### src/logic_tile_regs.svh
// Constants of the logic tile: routing field positions and sizes.
// Assumes inclusion by bare name from the package, the fabric model and the bench.
`ifndef LOGIC_TILE_REGS_SVH
`define LOGIC_TILE_REGS_SVH
// ---------------------------------------------------------------
// Sizes
// ---------------------------------------------------------------
`define LT_NUM_SLICES   4
`define LT_REG_SLICES   3
`define LT_LUT_IN       4
`define LT_LUT_BITS     16
`define LT_ROUTE_IN     50
`define LT_ROUTE_OUT    23
`define LT_SLICE_IN     13
`define LT_SLICE_OUT    6
// ---------------------------------------------------------------
// Field positions in a slice view
// ---------------------------------------------------------------
`define LT_M0           8
`define LT_M1           9
`define LT_CLKSEL       10
`define LT_CE           11
`define LT_LSR          12
`define LT_CTRL_W       3
// ---------------------------------------------------------------
// Field positions on the tile routing ports
// ---------------------------------------------------------------
`define LT_S3_BASE      39
`define LT_S3_USED      10
`define LT_WIDE_SEL     49
`define LT_S3_OUT_BASE  18
`define LT_CARRY_OUT    22
`endif

### src/logic_tile_pkg.sv
// Types shared by the logic tile and its slices.
// Assumes the constants header is on the include path.
`include "logic_tile_regs.svh"
package logic_tile_pkg;
  typedef logic [`LT_LUT_BITS-1:0] table_t;
  typedef logic [`LT_SLICE_IN-1:0] slice_route_t;
  typedef enum logic {TILE_CONFIG, TILE_USER} tile_state_t;
endpackage : logic_tile_pkg

### src/slice_if.sv
// Carrier between the tile and one slice.
// Assumes the package is compiled first.
`timescale 1ns/1ns
interface slice_if;
  logic_tile_pkg::slice_route_t route;
  logic                         carryIn;
  logic                         userMode;
  logic [1:0]                   clkNet;
  logic [1:0][`LT_LUT_BITS-1:0] tableInit;
  logic                         ripple;
  logic                         ramMode;
  logic                         clkInvert;
  logic                         latchMode;
  logic                         syncLsr;
  logic [1:0]                   initSet;
  logic [1:0]                   bypass;
  logic [1:0]                   f;
  logic                         ofx0;
  logic [1:0]                   q;
  logic                         carryOut;
  modport tile (output route, carryIn, userMode, clkNet, tableInit,
                ripple, ramMode, clkInvert, latchMode, syncLsr,
                initSet, bypass, input f, ofx0, q, carryOut);
  modport slice (input route, carryIn, userMode, clkNet, tableInit,
                 ripple, ramMode, clkInvert, latchMode, syncLsr,
                 initSet, bypass, output f, ofx0, q, carryOut);
endinterface : slice_if

### src/logic_slice.sv
// One slice: two four_input_table cells, ripple carry, optional registers.
// Assumes the tile drives configuration through the slice interface.
`timescale 1ns/1ns
module logic_slice #(
  parameter bit HAS_REGS = 1'b1,
  parameter bit RAM_OK   = 1'b0
) (
  // Clock and reset
  input wire logic clock,
  input wire logic reset_n,
  // Tile side
  slice_if.slice   sl
);
  logic_tile_pkg::table_t      mem [2];
  logic [1:0]                  lutOut;
  logic [1:0]                  wdata;
  logic [1:0]                  sum;
  logic                        mid;
  logic                        ramOn;
  logic                        we;

  assign wdata  = {sl.route[`LT_M1], sl.route[`LT_M0]};
  assign ramOn  = RAM_OK & sl.ramMode; // RL3
  assign we     = ramOn & sl.route[`LT_CE] & sl.userMode; // RL3

  // ---------------------------------------------------------------
  // Tables and distributed memory
  // ---------------------------------------------------------------
  for (genvar k = 0; k < 2; k++)
  begin : g_lut
    logic [`LT_LUT_IN-1:0] addr;
    assign addr      = sl.route[k*`LT_LUT_IN +: `LT_LUT_IN];
    assign lutOut[k] = mem[k][addr]; // RL1
    always_ff @(posedge clock or negedge reset_n)
    begin
      if (!reset_n)
        mem[k] <= '0;
      else if (!sl.userMode)
        mem[k] <= sl.tableInit[k];
      else if (we)
        mem[k][addr] <= wdata[k];
    end
  end

  // ---------------------------------------------------------------
  // Ripple carry and wide select
  // ---------------------------------------------------------------
  assign mid         = lutOut[0] ? sl.carryIn : sl.route[0];
  assign sum[0]      = lutOut[0] ^ sl.carryIn;
  assign sum[1]      = lutOut[1] ^ mid;
  assign sl.f        = sl.ripple ? sum : lutOut; // RL2
  assign sl.ofx0     = sl.route[`LT_M0] ? lutOut[1] : lutOut[0]; // RL5
  assign sl.carryOut = HAS_REGS &&
                       (lutOut[1] ? mid : sl.route[`LT_LUT_IN]); // RL10

  // ---------------------------------------------------------------
  // Storage registers
  // ---------------------------------------------------------------
  logic sclk;
  logic sclkPrev;
  logic active;
  logic lsr;
  logic [1:0] d;
  assign sclk   = sl.clkNet[sl.route[`LT_CLKSEL]] ^ sl.clkInvert; // RL7 RL8
  assign active = sl.latchMode ? sclk : (sclk & ~sclkPrev); // RL8 RL12
  assign lsr    = sl.route[`LT_LSR];

  always_ff @(posedge clock or negedge reset_n)
  begin
    if (!reset_n)
      sclkPrev <= 1'b0;
    else
      sclkPrev <= sclk;
  end

  for (genvar k = 0; k < 2; k++)
  begin : g_reg
    assign d[k] = sl.bypass[k] ? wdata[k] : sl.f[k];
    if (HAS_REGS)
    begin : g_on
      logic qr;
      assign sl.q[k] = qr;
      always_ff @(posedge clock or negedge reset_n)
      begin
        if (!reset_n)
          qr <= 1'b0;
        else if (!sl.userMode)
          qr <= sl.initSet[k]; // RL9
        else if (lsr && !sl.syncLsr)
          qr <= sl.initSet[k]; // RL6 RL13
        else if (active && lsr)
          qr <= sl.initSet[k]; // RL6 RL13
        else if (active && sl.route[`LT_CE])
          qr <= d[k]; // RL1 RL7 RL8 RL12
      end
    end
    else
    begin : g_off
      assign sl.q[k] = 1'b0; // RL2
    end
  end
endmodule : logic_slice

### src/logic_slice_tile.sv
// Logic tile of four slices facing the routing fabric.
// Assumes synchronous routing inputs and configuration held stable.
//
// Function
// RL1: Slices 0-2: two tables feeding registers
// RL2: Slice 3: two tables, no registers
// RL3: Memory mode only slices 0,2, RAM variant
// RL4: Four slices, 50 inputs, 23 outputs
// RL5: Combine tables into five-to-eight input functions
// RL6: Set/reset selectable synchronous or asynchronous
// RL7: Clock select, chip select, wide functions
// RL8: Register polarity and edge/latch configurable
// RL9: User mode starts from configured init values
// RL10: Slices 0-2: 13 routing plus carry in
// RL11: Slice 3: 13 inputs, four outputs, no carry (code: 10 own inputs, 3 shared with slice 2's controls)
// RL12: Latch passes while active, holds otherwise
// RL13: Sync reset at edge, async immediately
`timescale 1ns/1ns
module logic_slice_tile #(
  parameter bit RAM_TILE = 1'b1
) (
  // Clock and reset
  input  wire logic                                clock,
  input  wire logic                                reset_n,
  // Routing and neighbour tiles
  input  wire logic [`LT_ROUTE_IN-1:0]             routeIn,
  input  wire logic                                carryIn,
  input  wire logic                                wideIn,
  input  wire logic [1:0]                          clkNet,
  output logic      [`LT_ROUTE_OUT-1:0]            routeOut,
  output logic                                     userMode,
  // Configuration
  input  wire logic [`LT_NUM_SLICES-1:0][1:0][`LT_LUT_BITS-1:0] cfgTable,
  input  wire logic [`LT_NUM_SLICES-1:0]           cfgRipple,
  input  wire logic [`LT_NUM_SLICES-1:0]           cfgRamMode,
  input  wire logic [`LT_REG_SLICES-1:0]           cfgClkInvert,
  input  wire logic [`LT_REG_SLICES-1:0]           cfgLatch,
  input  wire logic [`LT_REG_SLICES-1:0]           cfgSyncLsr,
  input  wire logic [`LT_REG_SLICES-1:0][1:0]      cfgInitSet,
  input  wire logic [`LT_REG_SLICES-1:0][1:0]      cfgBypass
);
  logic_tile_pkg::tile_state_t   state;
  logic_tile_pkg::tile_state_t   next_state;
  logic [`LT_ROUTE_OUT-1:0]      next_routeOut;
  logic [`LT_NUM_SLICES-1:0][1:0] f;
  logic [`LT_NUM_SLICES-1:0]     ofx0;
  logic [`LT_NUM_SLICES-1:0][1:0] q;
  logic [`LT_NUM_SLICES:0]       carry;
  logic [`LT_NUM_SLICES-1:0]     m1;
  logic                          lut6a;
  logic                          lut6b;
  logic                          lut7;
  logic                          lut8;
  logic                          isUser;

  // ---------------------------------------------------------------
  // Entry into user mode
  // ---------------------------------------------------------------
  always_comb
  begin
    case (state)
      logic_tile_pkg::TILE_CONFIG: next_state = logic_tile_pkg::TILE_USER;
      default:                     next_state = logic_tile_pkg::TILE_USER;
    endcase
  end

  always_ff @(posedge clock or negedge reset_n)
  begin
    if (!reset_n)
      state <= logic_tile_pkg::TILE_CONFIG;
    else
      state <= next_state; // RL9
  end

  assign isUser   = (state == logic_tile_pkg::TILE_USER);
  assign carry[0] = carryIn;

  // ---------------------------------------------------------------
  // Slices
  // ---------------------------------------------------------------
  for (genvar s = 0; s < `LT_NUM_SLICES; s++)
  begin : g_slice
    localparam bit REGS = (s < `LT_REG_SLICES);
    localparam bit RAM  = RAM_TILE && (s == 0 || s == 2);
    localparam int RS   = REGS ? s : 0;
    slice_if sif ();
    if (REGS)
    begin : g_view
      assign sif.route = routeIn[s*`LT_SLICE_IN +: `LT_SLICE_IN]; // RL10
    end
    else
    begin : g_view3
      assign sif.route = {routeIn[(`LT_REG_SLICES-1)*`LT_SLICE_IN
                                  + `LT_CLKSEL +: `LT_CTRL_W],
                          routeIn[`LT_S3_BASE +: `LT_S3_USED]}; // RL11
    end
    assign sif.carryIn   = REGS ? carry[s] : 1'b0; // RL11
    assign sif.userMode  = isUser;
    assign sif.clkNet    = clkNet;
    assign sif.tableInit = cfgTable[s];
    assign sif.ripple    = cfgRipple[s];
    assign sif.ramMode   = cfgRamMode[s];
    assign sif.clkInvert = REGS && cfgClkInvert[RS];
    assign sif.latchMode = REGS && cfgLatch[RS];
    assign sif.syncLsr   = REGS && cfgSyncLsr[RS];
    assign sif.initSet   = REGS ? cfgInitSet[RS] : 2'b00;
    assign sif.bypass    = REGS ? cfgBypass[RS] : 2'b00;
    assign f[s]          = sif.f;
    assign ofx0[s]       = sif.ofx0;
    assign q[s]          = sif.q;
    assign carry[s+1]    = sif.carryOut;
    assign m1[s]         = sif.route[`LT_M1];

    logic_slice #(
      .HAS_REGS (REGS),
      .RAM_OK   (RAM)
    ) u_slice (
      .clock   (clock),
      .reset_n (reset_n),
      .sl      (sif.slice)
    ); // RL1 RL2 RL3 RL4
  end

  // ---------------------------------------------------------------
  // Wide function combining
  // ---------------------------------------------------------------
  assign lut6a = m1[0] ? ofx0[1] : ofx0[0]; // RL5
  assign lut6b = m1[3] ? ofx0[3] : ofx0[2]; // RL5
  assign lut7  = m1[1] ? lut6b : lut6a; // RL5 RL7
  assign lut8  = routeIn[`LT_WIDE_SEL] ? wideIn : lut7; // RL5

  // ---------------------------------------------------------------
  // Routing outputs
  // ---------------------------------------------------------------
  assign next_routeOut[0 +: `LT_SLICE_OUT] =
           {lut6a, ofx0[0], q[0], f[0]};
  assign next_routeOut[`LT_SLICE_OUT +: `LT_SLICE_OUT] =
           {lut7, ofx0[1], q[1], f[1]};
  assign next_routeOut[2*`LT_SLICE_OUT +: `LT_SLICE_OUT] =
           {lut6b, ofx0[2], q[2], f[2]};
  assign next_routeOut[`LT_S3_OUT_BASE +: `LT_LUT_IN] =
           {lut8, ofx0[3], f[3]}; // RL11
  assign next_routeOut[`LT_CARRY_OUT] = carry[`LT_REG_SLICES]; // RL10

  always_ff @(posedge clock or negedge reset_n)
  begin
    if (!reset_n)
    begin
      routeOut <= '0;
      userMode <= 1'b0;
    end
    else
    begin
      routeOut <= next_routeOut; // RL4
      userMode <= isUser;
    end
  end
endmodule : logic_slice_tile

### config.mk
export PLATFORM = sky130hd
export DESIGN_NAME = logic_slice_tile
export DESIGN_NICKNAME = d
export VERILOG_FILES = /design/src/logic_tile_pkg.sv /design/src/slice_if.sv /design/src/logic_slice.sv /design/src/logic_slice_tile.sv
export VERILOG_INCLUDE_DIRS = /design/src
export SDC_FILE = /design/constraint.sdc
export NUM_CORES = 1
export LEC_CHECK = 0
export ABC_AREA = 1
export BUFFER_PORTS_ARGS = -buffer_cell sky130_fd_sc_hd__buf_4
export CAP_MARGIN = 20
export CORE_UTILIZATION = 57
export CTS_CLUSTER_SIZE = 14
export DETAILED_ROUTE_END_ITERATION = 16
export HOLD_SLACK_MARGIN = 0.15
export PLACE_DENSITY = 0.86
export SETUP_SLACK_MARGIN = 0.5
export SYNTH_ARGS = -nofsm -noshare
export SYNTH_HDL_FRONTEND = slang
export SYNTH_SLANG_ARGS = --single-unit
### constraint.sdc
create_clock -name clock -period 3.5 [get_ports clock]
set_input_delay 0.7 -clock clock [delete_from_list [all_inputs] [get_ports clock]]
set_output_delay 0.7 -clock clock [all_outputs]
set_load 0.02 [all_outputs]
## Word-level counts from Yosys, hierarchy flattened

Index checks and enable logic that the tools add are counted.

| word-level totals | value |
|---|---|
| memory bits (read-only) | 0 |
| memories | 0 |
| output and inout port bits | 24 |
| bits in registers | 162 |
| bits in writable memories | 0 |
| bits in latches | 0 |
| word-level logic and storage cells | 170 |
| bits of input ports | 213 |

| cells by class | value |
|---|---|
| equality and inequality tests | 5 |
| bitwise operators | 20 |
| $add $sub $neg | 0 |
| shift-type cells | 0 |
| divide/modulo/power cells | 0 |
| $mul | 0 |
| multiplexer cells | 94 |
| reductions and logical operators | 16 |
| order comparisons | 15 |

Operator list:

| operator | count |
|---|---|
| 2-to-1 mux 16 bit | 8 |
| 2-to-1 mux 1 bit | 66 |
| bitwise mux 16 bit | 4 |
| less-than comparator 4 x 5 -> 1 bit, second input constant | 8 |
| binary-select mux 1 bit (select 4 bit) | 8 |
| demux 1 bit (select 4 bit) | 4 |
| greater-or-equal comparator 4 x 1 -> 1 bit, second input constant | 4 |
| logical AND 1 bit | 13 |
| inequality test 4 x 1 -> 1 bit, second input constant | 3 |
| bitwise XOR 1 bit | 10 |
| 2-to-1 mux 2 bit | 4 |
| AND 1 bit | 7 |
| less-than comparator 1 x 2 -> 1 bit, second input constant | 3 |
| inequality test 2 x 1 -> 1 bit, second input constant | 2 |
| logical NOT 1 bit | 3 |
| inverter 1 bit | 3 |

## Logic depth before layout (Yosys ltp)

Gate-level depths: netlist (run 1).

| depth | value |
|---|---|
| depth in word-level cells | 14 |
| depth in mapped cells | 21 |
| gate-level depth less buffers | 19 |

## By module

A second synthesis (run 1) with hierarchy kept.

| second synthesis, totals | value |
|---|---|
| cells, all modules | 1203 |
| area, all modules | 8859.7 um^2 |

By module, submodules not included:

| module | cells an instance | times used | seq. area each (um^2) | area an instance (um^2) |
|---|---|---|---|---|
| logic_slice at g_slice[0].u_slice | 360 | 1 | 875.8 | 2326.0 |
| logic_slice at g_slice[2].u_slice | 356 | 1 | 875.8 | 2318.5 |
| logic_slice at g_slice[1].u_slice | 254 | 1 | 875.8 | 1884.3 |
| logic_slice at g_slice[3].u_slice | 189 | 1 | 800.8 | 1617.8 |
| logic_slice_tile | 44 | 1 | 625.6 | 713.2 |

## Worst setup path after synthesis (run 1)

OpenSTA, ideal clock, no wires.

| timing path | value |
|---|---|
| path type | in2reg |
| start | input port routeIn[4] |
| end | register g_slice[2].u_slice.g_reg[1].g_on.qr |
| path buffers | 2 |
| setup time | 0.116 ns |
| data required time | 3.384 ns |
| arrival | 2.060 ns |
| stages | 20 |
| path slack | 1.324 ns |
| cell sequence | buf_6 inv_4 buf_8 nor2_1 o21bai_1 nand2_1 nand2_1 nand2_1 nor2_4 nor2_2 nor2_4 nand2_1 nand3_2 nand2_2 nand2_2 nand2_1 nand2_1 nand3_1 nand2_1 nand2_1 |

| between the ends | value |
|---|---|
| cells in the longest elaborated chain, start to end | 13 |

Ends and longest elaborated chain:

| what | RTL line | RTL |
|---|---|---|
| start: declaration | logic_slice_tile.sv:26 | `` input wire logic [`LT_ROUTE_IN-1:0] routeIn, `` |
| binary-select mux 1 bit (select 4 bit) | logic_slice.sv:33 | `assign lutOut[k] = mem[k][addr];` |
| 2-to-1 mux 1 bit (not written as such) | logic_slice.sv:33 |  |
| 2-to-1 mux 1 bit * | logic_slice.sv:54 | `` (lutOut[1] ? mid : sl.route[`LT_LUT_IN]); `` |
| 2-to-1 mux 1 bit * | logic_slice.sv:48 | `assign mid = lutOut[0] ? sl.carryIn : sl.route[0];` |
| 2-to-1 mux 1 bit * | logic_slice.sv:54 |  |
| 2-to-1 mux 1 bit * | logic_slice.sv:48 |  |
| bitwise XOR 1 bit * | logic_slice.sv:50 | `assign sum[1] = lutOut[1] ^ mid;` |
| 2-to-1 mux 2 bit * | logic_slice.sv:51 | `assign sl.f = sl.ripple ? sum : lutOut;` |
| 2-to-1 mux 1 bit * | logic_slice.sv:78 | `assign d[k] = sl.bypass[k] ? wdata[k] : sl.f[k];` |
| 2-to-1 mux 1 bit * | logic_slice.sv:93 | `` else if (active && sl.route[`LT_CE]) `` |
| 2-to-1 mux 1 bit * | logic_slice.sv:91 | `else if (active && lsr)` |
| 2-to-1 mux 1 bit * | logic_slice.sv:89 | `else if (lsr && !sl.syncLsr)` |
| 2-to-1 mux 1 bit * | logic_slice.sv:87 | `else if (!sl.userMode)` |
| end signal: assignment | logic_slice.sv:88 | `qr <= sl.initSet[k];` |
| end signal: assignment | logic_slice.sv:90 | `qr <= sl.initSet[k];` |
| end signal: assignment | logic_slice.sv:92 | `qr <= sl.initSet[k];` |
| end: declaration | logic_slice.sv:81 | `logic qr;` |

Mark *: on every way between the ends. The rest lies on a longest branch, timed or not. The select of a mux whose other input is x is not followed.
A chain may end at the register's enable or synchronous reset.

## Worst setup path in the final report (run 1)

| timing path | value |
|---|---|
| start | input port routeIn[14] |
| end | register g_slice[1].u_slice.g_reg[1].g_on.qr |

| between the ends | value |
|---|---|
| cells in the longest elaborated chain, start to end | 10 |

Ends and longest elaborated chain:

| what | RTL line | RTL |
|---|---|---|
| binary-select mux 1 bit (select 4 bit) | logic_slice.sv:33 |  |
| 2-to-1 mux 1 bit (not written as such) | logic_slice.sv:33 |  |
| 2-to-1 mux 1 bit | logic_slice.sv:48 |  |
| bitwise XOR 1 bit | logic_slice.sv:50 |  |
| 2-to-1 mux 2 bit | logic_slice.sv:51 |  |
| net g_slice[1].sif.f[1] | slice_if.sv:17 | `logic [1:0] f;` |
| 2-to-1 mux 1 bit | logic_slice.sv:78 |  |
| 2-to-1 mux 1 bit | logic_slice.sv:93 |  |
| 2-to-1 mux 1 bit | logic_slice.sv:91 |  |
| 2-to-1 mux 1 bit | logic_slice.sv:89 |  |
| 2-to-1 mux 1 bit | logic_slice.sv:87 |  |
| end signal: assignment | logic_slice.sv:88 |  |
| end signal: assignment | logic_slice.sv:90 |  |
| end signal: assignment | logic_slice.sv:92 |  |
| end: declaration | logic_slice.sv:81 |  |

The timed path passes the listed nets, and every way through them passes these cells. The select of a mux whose other input is x is not followed.

==> results of run 1 <==
synth_stat cells (9+ instances only):
master    count
nand2_1     480
dfrtp_1     162
inv_1       110
nor2_1       88
o211ai_1     54
o21ai_0      52
nand3_1      33
clkbuf_1     28
a21oi_1      22
a22oi_1      21
nor3_1       12
o311ai_0     12
o22ai_1       9
metal layers:
layer	GRT usage (%)	vias up	wire length, um
li1	-	4142	-
met1	41.3	3922	9830
met2	47.7	392	10700
met3	6.79	56	1720
met4	12.5	0	709
met5	0	-	0
power by group through the flow:
stage               logic, W  clock network (W)  registers, W
finish              0.000933            0.00174       0.00217
global route         0.00104            0.00185       0.00218
floorplan           0.000458                  0       0.00222
CTS                 0.000936            0.00175       0.00216
detailed placement  0.000929                  0       0.00219
global placement    0.000903                  0       0.00219
critical path: cells and delay by family:
family / cells / cell delay (ns)
buf+inv: 3 / 0.36
compound gates: 5 / 0.60
simple gates: 6 / 0.76
how the worst max path moves through the flow:
stage / end / slack, ns / depth (start not counted) / start
3_3_place_gp: g_slice[2].u_slice.g_reg[1].g_on.qr$_DFFE_PN0P_ / 1.07 / 20 / routeIn[0]
6_report: g_slice[1].u_slice.g_reg[1].g_on.qr$_DFFE_PN0P_ / 1.40 / 14 / routeIn[14]
2_1_floorplan: g_slice[2].u_slice.g_reg[1].g_on.qr$_DFFE_PN0P_ / 1.32 / 20 / routeIn[4]
5_1_grt: g_slice[1].u_slice.g_reg[1].g_on.qr$_DFFE_PN0P_ / 1.18 / 14 / routeIn[14]
4_1_cts: g_slice[0].u_slice.mem[5]$_DFFE_PN0P_ / 1.42 / 3 / g_slice[0].sif.userMode$_DFF_PN0_
3_5_place_dp: g_slice[1].u_slice.g_reg[1].g_on.qr$_DFFE_PN0P_ / 1.00 / 14 / routeIn[14]
sequential cells by signal (all words and copies together) (netlist names):
name / flops
g_slice.sif.userMode: 1
g_slice.u_slice.g.g_on.qr: 6
g_slice.u_slice.mem: 128
g_slice.u_slice.sclkPrev: 3
routeOut: 23
userMode: 1
cell type report:
class | instances | share of cell area [%]
well taps | 184 | 2.11
multi-input cells | 834 | 35.1
inverters | 116 | 4.03
repair buffers | 239 | 16.7
flip-flops and latches | 162 | 37.1
clock inverters | 5 | 0.481
clock buffers | 26 | 4.47
cells by family after synthesis:
group / count (synthesis) / synth area share [%]
AO/OA/AOI/OAI: 187 / 14.2
flip-flops: 162 / 47.5
AND/OR/NAND/NOR: 633 / 29.3
buffers and inverters: 162 / 7.56
multiplexers: 6 / 0.703
XOR/XNOR: 7 / 0.718
other: 1 / 0.0439
through the flow:
step	cells	hold WS [ns]
2_1_floorplan	1158	0.354
6_report	1566	0.286
4_1_cts	1566	0.310
5_1_grt	1566	0.347
3_5_place_dp	1535	0.362
3_3_place_gp	1535	0.361
==> metrics, run 1 <==
Synth Cell Area 8540 um2; final core utilization 75.0%; CP startpoint kind input pin; YS warnings 0; Std-Cell Rows 44; Num CTS Buffers 17; Critical Path RT 3.82 ns; reg2reg setup slack 1.47 ns; slack of the critical path 1.40 ns; Routed WL 22900 um; critical path type input pin to flop; share of flip-flops with an asynchronous set or reset 100%; CP Max Fanout 8; drt pass-1 iters 6; top cells by area, synth dfrtp_1, nand2_1, inv_1; Setup Buffers After CTS 0; PD cells 442 nW/um2; placed cell area 10400 um2; worst slew margin relative to its limit 55.5%; Cell variety after synth 41; HPWL Detailed 16400 um; Synth top area share 47.5%; Via density 5.44; register area share after synthesis 47.5%; Tcrit/Tclk final 60.1%; internal power consumption 0.00350 W; Area Growth Syn to Fin 28.0%; later-pin clock latency in the skew report 0.43 ns; post-synthesis cell count 1158; overall routing resource usage 30.6%; largest net degree at the start of global routing 90; hold buffers post-CTS 0; Mean Syn Cell Area 7.38 um2; Avg WL per Cell 14.7 um; root buf cell clkbuf_16; first-pass GRT wire length 38300 um; total power 0.00484 W; gpl congestion 0.883; initial antenna violation count 0; slowest cell delay on critical path 0.23 ns; P_sw 0.00134 W; Comb pwr share 19.3%; Starting Density 58.6%; die width 124 um; cell depth of the worst flop-to-flop path 6; Worst Skew 0.00670 ns; setup TNS 0 ns; Sequential Power Share 44.8%; DRT iter0 DRCs 921; pre-CTS setup slack 1.00 ns; Final Critical Period 2.10 ns; Fill cells 1144; Reg-to-Reg Start g_slice[0].sif.userMode$_DFF_PN0_; RR Endpoint g_slice[1].u_slice.g_reg[1].g_on.qr$_DFFE_PN0P_; fmax 0.475 GHz; CTS max path bufs 2; Primary FF master, synth dfrtp_1; fin area 10900 um2; vias in the first global route 8044; Final setup viols 0; Slew Limit Fails 0; clock sinks 162; Yosys reg bits 162; Core Area 14600 um2; switching share of power 27.6%; worst slew pin tran 0.668 ns; Worst-path clk slew 0.06 ns; critical-path cell list buf_4 > inv_1 > a21oi_1 > o21ai_0 > nand3_1 > nand3_1 > nand2_1 > nand2_1 > a21boi_1 > o21ai_0 > nand2_1 > inv_2 > o21ai_1 > nand2_1; gr ovfl total 0; fraction of layout cells with a size suffix above 1 20.4%; TritonCTS clock tree done; max_cap viols 0; Post-CTS Resized 0; htree depth 4; most common cell after layout, fill and taps aside nand2_1; # IOs 237; Inserted Diodes 0; most frequent CP cell nand2_1; die area 15500 um2; post-detailed-route count of antenna-violating nets 0; clock power share 35.9%; CP Capture Type flop; peak supply drop 0.377 mV; Vias 8512; Synth area leader dfrtp_1; Fin. Hold Viols 0; unrepaired setup endpoints after global routing false; crit path DAT 2.42 ns; outcome complete, no violations; Seq. cell area 4060 um2; DRC Markers 0; syn_nets 1371; IO Port Bufs 234; Leakage 5.64 nW; Hold WC Path Type input pin to asynchronous set/reset pin; commonest cells after routing, fill and taps aside nand2_1, buf_4, dfrtp_1; Die Span Y 124 um; area of the multi-input gates 3840 um2; EDFF count, synth 0; CP max-delay cell a21boi_1; Final #Nets 1583
(Power assumes the default switching activity.)
==> inputs of run 2 (changes only) <==
- CORE_UTILIZATION: 57 -> 48
- PLACE_DENSITY: 0.86 -> 0.77
- clock period: 3.5 -> 1.7 ns (I/O delays scaled with it)
==> run 2 against run 1 <==
Net effect:
- the run now ends with setup timing left
- register-to-register slack worse by 2.1 ns
- combinational power rose to 4.3 times the previous value
- flip-flop and latch count unchanged
- total power rose to 2.6 times the previous value
- via count up 41%
- largest cell class is now multi-input gates
- largest power group unchanged
- highest routed layer unchanged
==> metrics, run 2 (synthesized netlist as in run 1, its figures left out) <==
worst slew pin tran 0.617 ns (-0.0512 ns); overall routing resource usage 41.7% (+11 points); first-pass GRT wire length 57600 um (+51%); TritonCTS clock tree done; CP max-delay cell dfrtp_1; clock sinks 162 (unchanged); DRC Markers 0 (unchanged); Top Family by Delay on Critical Path simple AND/OR/NAND/NOR gates; critical path type flop to flop; die width 135 um (+8.8%); Leakage 8.07 nW (+43%); Sequential Power Share 36.6% (-8.2 points); peak supply drop 0.812 mV (+120%); slack of the critical path -0.640 ns (-2.04 ns); Core Area 17400 um2 (+19%); max_cap viols 0 (unchanged); Tcrit/Tclk final 138%; vias in the first global route 11300 (+41%); most common cell after layout, fill and taps aside buf_4; total power 0.0126 W (+160%); fraction of layout cells with a size suffix above 1 47.6% (+27 points); crit path DAT 2.66 ns (+0.24 ns); CP Max Fanout 3 (-5); Starting Density 49.2% (-9.3 points); Routed WL 48100 um (+110%); later-pin clock latency in the skew report 0.46 ns (+0.03 ns); max FFs per register 128 (unchanged); post-detailed-route count of antenna-violating nets 0 (unchanged); Comb pwr share 31.5% (+12 points); drt pass-1 iters 6 (unchanged); P_sw 0.00422 W (+220%); largest register by flop count g_slice.u_slice.mem; Final #Nets 1849 (+17%); Worst-path clk slew 0.06 ns (about the same); Die Span Y 135 um (+8.8%); Hold WC Path Type input pin to flop; Vias 12000 (+41%); Area Growth Syn to Fin 88.3%; worst slew margin relative to its limit 58.5% (+3.0 points); Hold Worst Slack 0.139 ns (-0.147 ns); biggest regs g_slice.u_slice.mem x128, routeOut x23, g_slice.u_slice.g.g_on.qr x6; Final Critical Period 2.34 ns; IO Port Bufs 234 (unchanged); clock power share 31.8% (-4.1 points); switching share of power 33.5% (+5.9 points); Final setup viols 21 (+21); Num CTS Buffers 17 (unchanged); commonest cells after routing, fill and taps aside buf_4, nand2_1, dfrtp_1; CP Capture Type flop; PD cells 783 nW/um2 (+77%); fmax 0.427 GHz; initial antenna violation count 3 (+3); largest net degree at the start of global routing 65 (-28%); outcome complete, but fails checks; Slew Limit Fails 0 (unchanged); placed instance count 1642 (+7.0%); gpl congestion 0.954 (+8.1%); DRT iter0 DRCs 1384 (+50%); htree depth 4 (unchanged); CP bufs+invs 3 (unchanged); pre-CTS setup slack -0.326 ns (-1.33 ns); reg2reg setup slack -0.64 ns (-2.11 ns); critical-path cell list inv_2 > nand2_2 > nand2_2 > nand2_2 > nand2_2 > nand2_2 > nand2_2 > nor2_4 > buf_12 > nand3_4 > a21boi_4 > o21ai_2 > nand2_1 > inv_2 > o21ai_1 > nand2_1; CTS max path bufs 2 (unchanged); Via density 6.38 (+17%); Non-Filler Instances 1874 (+20%); most frequent CP cell nand2_2; slowest cell delay on critical path 0.38 ns (+0.15 ns); Worst Skew 0.0224 ns (+0.0157 ns); HPWL Detailed 18500 um (+13%); CP startpoint kind flop; root buf cell clkbuf_16; Std-Cell Rows 48 (+9.1%); gr ovfl total 0 (unchanged); unrepaired setup endpoints after global routing true; Fin. Hold Viols 0 (unchanged); Avg WL per Cell 25.6 um (+75%); # IOs 237 (unchanged); Critical Path RT 2.02 ns (-1.80 ns); failing checks setup timing; die area 18300 um2 (+18%); internal power consumption 0.00836 W (+140%); final core utilization 92.7% (+18 points)
-- run 2: what timing repair did --
action | CTS | global route
setup buffers | 53 | 30
cloned | 30 | 0
setup endpoints to repair | 174 | 176
pin swaps | 135 | 54
gates resized for setup | 390 | 228
hold buffers | 87 | 0
endpoints found under the hold margin | 248 | 0
-- run 2: stage by stage --
step,setup TNS [ns],instance area (um2)
after global placement,-2.16,11100
final,-8.41,16100
after CTS,-0.479,14900
after detailed placement,-2.74,11100
after floorplan,-0.325,8700
after global routing,-10.43,16100
-- run 2: path summary, 6_finish.rpt --
path                       depth (start not counted)                                               to                                             from
min                                                3           g_slice[0].u_slice.mem[21]$_DFFE_PN0P_                                      cfgTable[5]
min in group asynchronous                          2           g_slice[0].u_slice.mem[11]$_DFFE_PN0P_                                          reset_n
max reg2reg                                       16  g_slice[1].u_slice.g_reg[1].g_on.qr$_DFFE_PN0P_            g_slice[0].u_slice.mem[0]$_DFFE_PN0P_
min reg2reg                                        0                           routeOut[15]$_DFF_PN0_  g_slice[2].u_slice.g_reg[1].g_on.qr$_DFFE_PN0P_
max in group asynchronous                          3                g_slice[0].sif.userMode$_DFF_PN0_                                          reset_n
max                                               16  g_slice[1].u_slice.g_reg[1].g_on.qr$_DFFE_PN0P_            g_slice[0].u_slice.mem[0]$_DFFE_PN0P_
-- run 2: power by group through the flow --
stage	registers [W]	clock network (W)	logic, W
2_1_floorplan	0.00458	0	0.000987
3_3_place_gp	0.00450	0	0.00210
3_5_place_dp	0.00451	0	0.00215
4_1_cts	0.00450	0.00384	0.00308
5_1_grt	0.00463	0.00413	0.00413
6_report	0.00461	0.00401	0.00397
-- run 2: final cells by class --
type,count,area [um2]
multi-input cells,834,5460
fillers,577,1270
repair inverters,2,15.0
inverters,116,510
flip-flops and latches,162,4060
well taps,225,282
clock inverters,12,135
clock buffers,19,443
diodes,1,2.50
repair buffers,503,5170
-- run 2: per-layer routing --
metal	part of all wire, %	track usage, %
met5	0	0
met4	11	29.8
met3	12	8.60
met2	46	73.6
met1	30	44.1
-- run 2: worst min-delay path: stages --
cell     delay (ns)
buf_4          0.09
a22oi_2        0.07
o21ai_2        0.05
